==> src/osc_select_pkg.sv <==
// Package with register map, source encodings and carrier types for the clock source selector
package osc_select_pkg;
  localparam logic [11:0] trim_offset = 12'h000;
  localparam logic [11:0] config_offset = 12'h004;
  localparam logic [11:0] mode_offset = 12'h008;
  localparam int trim_width = 6;
  localparam int source_lsb = 0;
  localparam int source_width = 3;
  localparam logic [7:0] trim_reset = 8'h00;
  localparam logic [trim_width-1:0] trim_max = 6'h1f;
  localparam logic [trim_width-1:0] trim_min = 6'h20;

  typedef enum logic [2:0] {
    low_power_crystal_mode = 3'h0,
    standard_crystal_mode = 3'h1,
    high_speed_crystal_mode = 3'h2,
    external_rc_mode = 3'h3,
    internal_oscillator = 3'h4,
    ext_clock_low_power = 3'h5,
    ext_clock_medium_power = 3'h6,
    ext_clock_high_power = 3'h7
  } clock_source_sel_t;

  typedef enum logic [1:0] {
    st_load = 2'h0,
    st_run = 2'h1
  } cfg_state_t;

  // Decoded view of what the oscillator front end must do; only the family bits are one-hot
  typedef struct packed {
    logic ext_clock;
    logic [1:0] ext_power;
    logic int_osc;
    logic rc_osc;
    logic crystal;
    logic [1:0] crystal_drive;
    logic clock_input_pin_is_gpio;
  } osc_ctrl_t;

  typedef struct packed {
    cfg_state_t state;
    clock_source_sel_t source;
    logic [trim_width-1:0] trim;
    osc_ctrl_t ctrl;
    logic pready;
    logic pslverr;
    logic [31:0] prdata;
  } osc_state_t;
endpackage

==> src/osc_source_select.sv <==
// Clock source selector with internal oscillator trim register on APB
//
// Implementation choices: the register offsets and the APB register port.
`timescale 1ns/10ps
`default_nettype none
module osc_source_select (
  input wire logic i_core_clk,
  input wire logic i_arst_n,
  input wire logic [7:0] i_first_configuration_word,
  input wire logic i_psel,
  input wire logic i_penable,
  input wire logic i_pwrite,
  input wire logic [11:0] i_paddr,
  input wire logic [31:0] i_pwdata,
  output logic [31:0] o_prdata,
  output logic o_pready,
  output logic o_pslverr,
  output logic o_ext_clock,
  output logic [1:0] o_ext_power,
  output logic o_internal_oscillator,
  output logic o_external_rc_mode,
  output logic o_crystal,
  output logic [1:0] o_crystal_drive,
  output logic o_clock_input_pin_is_gpio,
  output logic [5:0] o_freq_trim_field
);
  osc_select_pkg::osc_state_t state_reg;
  osc_select_pkg::osc_state_t state_next;
  // Config word is static but comes from fuse logic outside this clock
  logic [2:0] cfg_sync1_reg;
  logic [2:0] cfg_sync2_reg;
  logic [1:0] settle_reg;
  logic apb_access;

  always_ff @(posedge i_core_clk or negedge i_arst_n) begin
    if (!i_arst_n) begin
      cfg_sync1_reg <= 3'h0;
      cfg_sync2_reg <= 3'h0;
      settle_reg <= 2'h0;
    end else begin
      cfg_sync1_reg <= i_first_configuration_word[osc_select_pkg::source_lsb +: osc_select_pkg::source_width];
      cfg_sync2_reg <= cfg_sync1_reg;
      if (settle_reg != 2'h3) begin
        settle_reg <= settle_reg + 2'h1;
      end
    end
  end

  assign apb_access = i_psel && i_penable && !state_reg.pready;

  always_comb begin
    state_next = state_reg;
    state_next.pready = 1'b0;
    state_next.pslverr = 1'b0;
    case (state_reg.state)
      osc_select_pkg::st_load: begin
        // Latched once after the synchroniser has settled; no run-time change
        if (settle_reg == 2'h3) begin
          state_next.source = osc_select_pkg::clock_source_sel_t'(cfg_sync2_reg);
          state_next.state = osc_select_pkg::st_run;
        end
      end
      osc_select_pkg::st_run: begin
      end
      default: begin
        state_next.state = osc_select_pkg::st_load;
      end
    endcase

    state_next.ctrl = '0;
    case (state_next.source)
      osc_select_pkg::ext_clock_high_power: begin
        state_next.ctrl.ext_clock = 1'b1;
        state_next.ctrl.ext_power = 2'h2;
      end
      osc_select_pkg::ext_clock_medium_power: begin
        state_next.ctrl.ext_clock = 1'b1;
        state_next.ctrl.ext_power = 2'h1;
      end
      osc_select_pkg::ext_clock_low_power: begin
        state_next.ctrl.ext_clock = 1'b1;
        state_next.ctrl.ext_power = 2'h0;
      end
      osc_select_pkg::internal_oscillator: begin
        state_next.ctrl.int_osc = 1'b1;
        state_next.ctrl.clock_input_pin_is_gpio = 1'b1;
      end
      osc_select_pkg::external_rc_mode: begin
        state_next.ctrl.rc_osc = 1'b1;
      end
      osc_select_pkg::high_speed_crystal_mode: begin
        state_next.ctrl.crystal = 1'b1;
        state_next.ctrl.crystal_drive = 2'h2;
      end
      osc_select_pkg::standard_crystal_mode: begin
        state_next.ctrl.crystal = 1'b1;
        state_next.ctrl.crystal_drive = 2'h1;
      end
      osc_select_pkg::low_power_crystal_mode: begin
        state_next.ctrl.crystal = 1'b1;
        state_next.ctrl.crystal_drive = 2'h0;
      end
      default: begin
        state_next.ctrl = '0;
      end
    endcase
    // Front end stays idle until the source is latched; no early mode glitch
    if (state_next.state != osc_select_pkg::st_run) begin
      state_next.ctrl = '0;
    end

    // One wait state: registered pready rises on the second access cycle
    if (apb_access) begin
      state_next.pready = 1'b1;
      state_next.prdata = 32'h0000_0000;
      case (i_paddr)
        osc_select_pkg::trim_offset: begin
          if (i_pwrite) begin
            state_next.trim = i_pwdata[osc_select_pkg::trim_width-1:0];
          end else begin
            state_next.prdata = {26'h0, state_reg.trim};
          end
        end
        osc_select_pkg::config_offset: begin
          state_next.prdata = {29'h0, state_reg.source};
          state_next.pslverr = i_pwrite;
        end
        osc_select_pkg::mode_offset: begin
          state_next.prdata = {23'h0, state_reg.ctrl};
          state_next.pslverr = i_pwrite;
        end
        default: begin
          state_next.pslverr = 1'b1;
        end
      endcase
    end
  end

  always_ff @(posedge i_core_clk or negedge i_arst_n) begin
    if (!i_arst_n) begin
      state_reg <= '0;
    end else begin
      state_reg <= state_next;
    end
  end

  assign o_prdata = state_reg.prdata;
  assign o_pready = state_reg.pready;
  assign o_pslverr = state_reg.pslverr;
  assign o_ext_clock = state_reg.ctrl.ext_clock;
  assign o_ext_power = state_reg.ctrl.ext_power;
  assign o_internal_oscillator = state_reg.ctrl.int_osc;
  assign o_external_rc_mode = state_reg.ctrl.rc_osc;
  assign o_crystal = state_reg.ctrl.crystal;
  assign o_crystal_drive = state_reg.ctrl.crystal_drive;
  assign o_clock_input_pin_is_gpio = state_reg.ctrl.clock_input_pin_is_gpio;
  assign o_freq_trim_field = state_reg.trim;
endmodule
`default_nettype wire

==> config.mk <==
export PLATFORM = sky130hd
export DESIGN_NAME = osc_source_select
export DESIGN_NICKNAME = d
export VERILOG_FILES = /design/src/osc_select_pkg.sv /design/src/osc_source_select.sv
export SDC_FILE = /design/constraint.sdc
export NUM_CORES = 1
export LEC_CHECK = 0
export BUFFER_PORTS_ARGS = -buffer_cell sky130_fd_sc_hd__clkbuf_2
export CORE_MARGIN = 3
export CORE_UTILIZATION = 44
export CTS_CLUSTER_SIZE = 24
export DETAILED_ROUTE_END_ITERATION = 8
export PLACE_DENSITY = 0.81
export SYNTH_ARGS = -nofsm -noshare
export SYNTH_HDL_FRONTEND = slang
export SYNTH_SLANG_ARGS = --single-unit
==> constraint.sdc <==
create_clock -name i_core_clk -period 2 [get_ports i_core_clk]
set_input_delay 0.5 -clock i_core_clk [delete_from_list [all_inputs] [get_ports i_core_clk]]
set_output_delay 0.5 -clock i_core_clk [all_outputs]
set_load 0.1 [all_outputs]
# Word-level counts from Yosys, hierarchy flattened
# Index checks and enable logic that the tools add are counted.
[totals]
wordCells = 50
output_inout_bits = 49
register_bits = 62
[op_classes]
eq_ne = 13
n_mux = 12
add_sub_neg = 1
n_reduce_logical = 8
[op_table]
columns = ["op", "count"]
rows = [
  ["$pmux 32 s3", 1],
  ["$mux 34", 1],
  ["$pmux 3 s3", 2],
  ["$eq 12x3->1 const B", 1],
  ["$eq 12x4->1 const B", 1],
  ["$eq 3x3->1 const B", 4],
  ["$logic_not 12->1", 1],
  ["$mux 9", 1],
  ["$eq 3x2->1 const B", 2],
  ["$mux 6", 1],
  ["$mux 5", 1],
  ["$pmux 2 s2", 1],
  ["$eq 3x1->1 const B", 1],
  ["$logic_not 3->1", 1],
  ["$mux 3", 1],
  ["$reduce_and 3->1", 1],
  ["$add 2x1->2 const B", 1],
  ["$eq 2x1->1 const B", 1],
  ["$eq 2x2->1 const B", 1],
  ["$logic_and 1x1->1", 2],
  ["$logic_not 2->1", 1],
  ["$mux 1", 2],
  ["$ne 2x1->1 const B", 1],
  ["$ne 2x2->1 const B", 1],
  ["other kinds (3)", 3],
]

# Depth between registers and ports, before layout
[logic_depth]
ltp_word = 6
mapped_depth = 5

# Least setup slack after synthesis
# Ideal clock, no wire load.
[synth_timing]
path_kind = "reg2reg"
start = "register state_reg, in the netlist o_pready"
end = "register state_reg, in the netlist o_freq_trim_field[0]"
stages_incl_launch_ff = 5
required_time_ps = 1875
setup_ps = 125
t_arrival_ps = 1774
setup_slack_ps = 101
cell_sequence = "dfrtp_1 > and4b_1 > and4_1 > buf_6 > mux2_4"
[synth_between]
elab_chain_cells = 3
[synth_rtl]
columns = ["item", "line", "rtl"]
rows = [
  ["from (decl)", "osc_source_select.sv:27", "osc_select_pkg::osc_state_t state_reg;"],
  ["from (signal assigned)", "osc_source_select.sv:143", "state_reg <= state_next;"],
  ["$logic_not 1->1", "osc_source_select.sv:49", "assign apb_access = i_psel && i_penable && !state_reg.pready;"],
  ["$logic_and 1x1->1", "osc_source_select.sv:49", ""],
  ["$reduce_and 3->1 (no source line)", "-", ""],
]
# No other way between the ends.
# A chain may end at the register's enable or synchronous reset.

==> summary.txt <==
Run status
  – Status: completed

Setup path
  – CP required: 2190 ps
  – Slack of the worst reg-to-reg path: 200 ps
  – Critical Path AT: 1990 ps
  – Kind of critical path: reg2reg
  – FF-to-FF Start: settle_reg[0]
  – CP Capture Type: flip-flop
  – CP startpoint kind: flip-flop
  – Terminus of the critical flop-to-flop path: o_crystal_drive[1]
  – Slowest library cell on the worst path: mux2i_2
  – Worst-path cell chain: ha_1, nor3b_4, mux2i_2, inv_2, nor3_1
  – Crit path max fanout: 6
  – Reg2Reg Depth: 5
  – CP peak stage delay: 400 ps
  – Worst setup path start: settle_reg[0]

Clock tree
  – Cts bufs inserted: 5
  – Root buffer cell: clkbuf_8
  – Setup repair bufs after CTS: 0
  – Worst-path clk slew: 70 ps
  – Later-pin clock latency in the skew report: 280 ps
  – CTS max path bufs: 2
  – Post-CTS Resized: 0
  – CTS tree: built
  – H-tree Lvls: 2
  – CTS Hold Bufs: 0
  – # clock sinks: 38

STA
  – Worst Tran Pin Value: 553.0 ps
  – Final min period: 1796 ps
  – RSZ-0062 raised after global routing: false
  – Max Slew Vio Count: 0
  – Hold Vio Cnt, Final: 0
  – Final Cycle Share: 89.82%
  – Setup violators final: 0
  – Slew margin rel.: 63.29%
  – Clock skew: 5.660 ps
  – FMAX: 0.5567 GHz
  – Setup TNS: 0 ps

Detailed routing
  – Via count: 1203
  – Starting DRT DRC Count: 70
  – Final WL: 3.249 mm
  – Vias/cell: 4.681
  – DR pass1 iterations: 4
  – Remaining DRCs: 0
  – Antenna Violating Nets Remaining: 0
  – Avg WL per Cell: 12.64 µm

Pwr
  – Sequential share of power: 44.2%
  – Combinational share of power: 23.3%
  – Pwr/cell area: 877.3 mW/mm²
  – Clock power frac: 32.4%
  – Int Power: 1.209 mW
  – Switch share: 34.72%
  – Net switching power: 0.6429 mW
  – Leakage power figure: 1.060 nW
  – VDD IR max: 0.4920 mV

Synth
  – YS warnings: 0
  – Mapped Cells: 166
  – Post-synth EDFFs: 0
  – Post-synthesis sequential area ratio: 50.10%
  – Leading area contributor after synthesis: dfrtp_1
  – Synth top area share: 50.10%
  – Post-Syn Area per Cell: 11.43 µm²
  – Cells taking the most area after synthesis: dfrtp_1 (50%), buf_4 (17%), mux2_4 (4.7%)
  – FFs w/ async S/R, synth: 100.0%
  – Yosys reg bits: 38
  – Synthesized area: 0.001898 mm²
  – Library cells used by synthesis: 37
  – Top FF cell, synth: dfrtp_1

Floorplan
  – CORE AREA: 0.004086 mm²
  – Die area: 0.005138 mm²
  – # IOs: 106
  – Row count: 23
  – Initial Util: 46.45%
  – Die Y: 71.68 µm
  – Die span in x: 71.68 µm

Job
  – Max-cap check violation count: 0

Global routing
  – GRT Util Overall: 13.46%
  – Largest net degree at the start of global routing: 39
  – Grt peak-use layer: met2
  – Total congestion overflow: 0
  – Met2 usage: 24.49%
  – First-pass GRT wire length: 5.354 mm
  – Met1 Use GR: 13.35%
  – Vias in the first global route: 1237
  – Met3 Usage GRT: 4.769%
  – Initial antenna violation count: 0

Layout
  – Share of cells above drive strength 1: 38.65%
  – Synth-to-layout area growth: 11.21%
  – NumNets Final: 264
  – # diodes: 0
  – Final Non-Filler Cells: 257
  – Largest register FFs: 9

Hold path
  – Hold Crit Class: in2async

Placement
  – Number of port buffers: 51
  – Placed Cells: 249
  – Hpwl dp: 2.560 mm
  – RePlAce Congestion: 0.8436
worst max-delay path by stage:
| stage | end | slack (ps) | depth (start not counted) |
|---|---|---|---|
| global placement | o_freq_trim_field[5] | 190 | 5 |
| CTS | o_crystal_drive[1] | 210 | 5 |
| global route | o_clock_input_pin_is_gpio | 70 | 5 |
| floorplan | o_freq_trim_field[0] | 100 | 4 |
| finish | o_crystal_drive[1] | 200 | 5 |
| detailed placement | o_freq_trim_field[3] | 190 | 5 |
logic make-up (layout without fill, tap and decap cells):
kind of cell | count (synthesis) | after routing | share of synthesized area (%)
fa+ha+maj | 1 | 1 | 0.6591
mux | 10 | 10 | 7.383
xor+xnor | 1 | 1 | 0.4615
simple gates | 42 | 42 | 14.63
compound gates | 23 | 23 | 7.713
flops | 38 | 38 | 50.10
other cells | 1 | 24 | 0.1976
buf+inv | 50 | 68 | 18.85
per-layer routing:
layer | share of wire (%) | vias to the layer above | routed length (µm)
met2 | 54 | 37 | 1746
li1 | - | 583 | -
met1 | 37 | 577 | 1205
met4 | 1.7 | 0 | 55
met3 | 7.4 | 6 | 240
met5 | 0 | - | 0
metrics by stage:
stage	power, mW	instance area, µm²	worst slack (ps)	hold WS [ps]	utilization (%)
2_1_floorplan	1.222	1984	100.7	204.4	-
6_report	1.852	2111	203.6	248.8	51.65
3_3_place_gp	1.259	2001	187.1	332.2	48.96
3_5_place_dp	1.266	2001	186.4	336.4	48.96
5_1_grt	1.920	2111	68.32	292.0	51.65
4_1_cts	1.868	2111	211.3	256.5	51.65
cells in the mapped netlist, drive strengths merged, types with 2 or more instances:
master and number:
mux2 8, inv 3, nor4 3, nand2 13, dfrtp 38, a221oi 2, nand3b 2, buf 44
clkbuf 3, mux2i 2, o21ai 9, nor3 7, nor2 4, nor2b 3, a22oi 3, nor3b 2
a211oi 2, nor4b 3, nand4 2, a21oi 3
power groups by stage:
stage	clock [mW]	sequential, mW	combinational (mW)
2_1_floorplan	0	0.887	0.335
3_3_place_gp	0	0.832	0.427
3_5_place_dp	0	0.834	0.432
4_1_cts	0.617	0.819	0.433
5_1_grt	0.646	0.822	0.452
6_report	0.601	0.819	0.432
layout by cell type, fill, tap and decap left out, drive strengths merged, types with 2 or more instances in the layout:
cell,instances
dfrtp,38
conb,24
clkbuf,59
inv,3
mux2i,2
nor4b,3
nor2b,3
buf,6
nand4,2
nor3b,2
nor4,3
a211oi,2
mux2,8
nand3b,2
o21ai,9
a22oi,3
nor2,4
nand2,13
a221oi,2
nor3,7
a21oi,3
critical path, delay by kind of cell (launching register included):
kind | cells | cell delay [ps]
muxes | 1 | 400
buffers and inverters | 1 | 110
and+or+nand+nor | 2 | 540
DFF | 1 | 370
adders and majority gates | 1 | 280
layout make-up:
class                           instances  area (µm²)
Fill cell                             383        1976
Sequential cell                        38       950.9
Multi-Input combinational cell        101       675.6
Timing Repair Buffer                   57       300.3
Clock buffer                            8       110.1
Tap cell                               50       62.56
Inverter                                3       11.26
No activity file was read; power rests on OpenSTA's default activity.
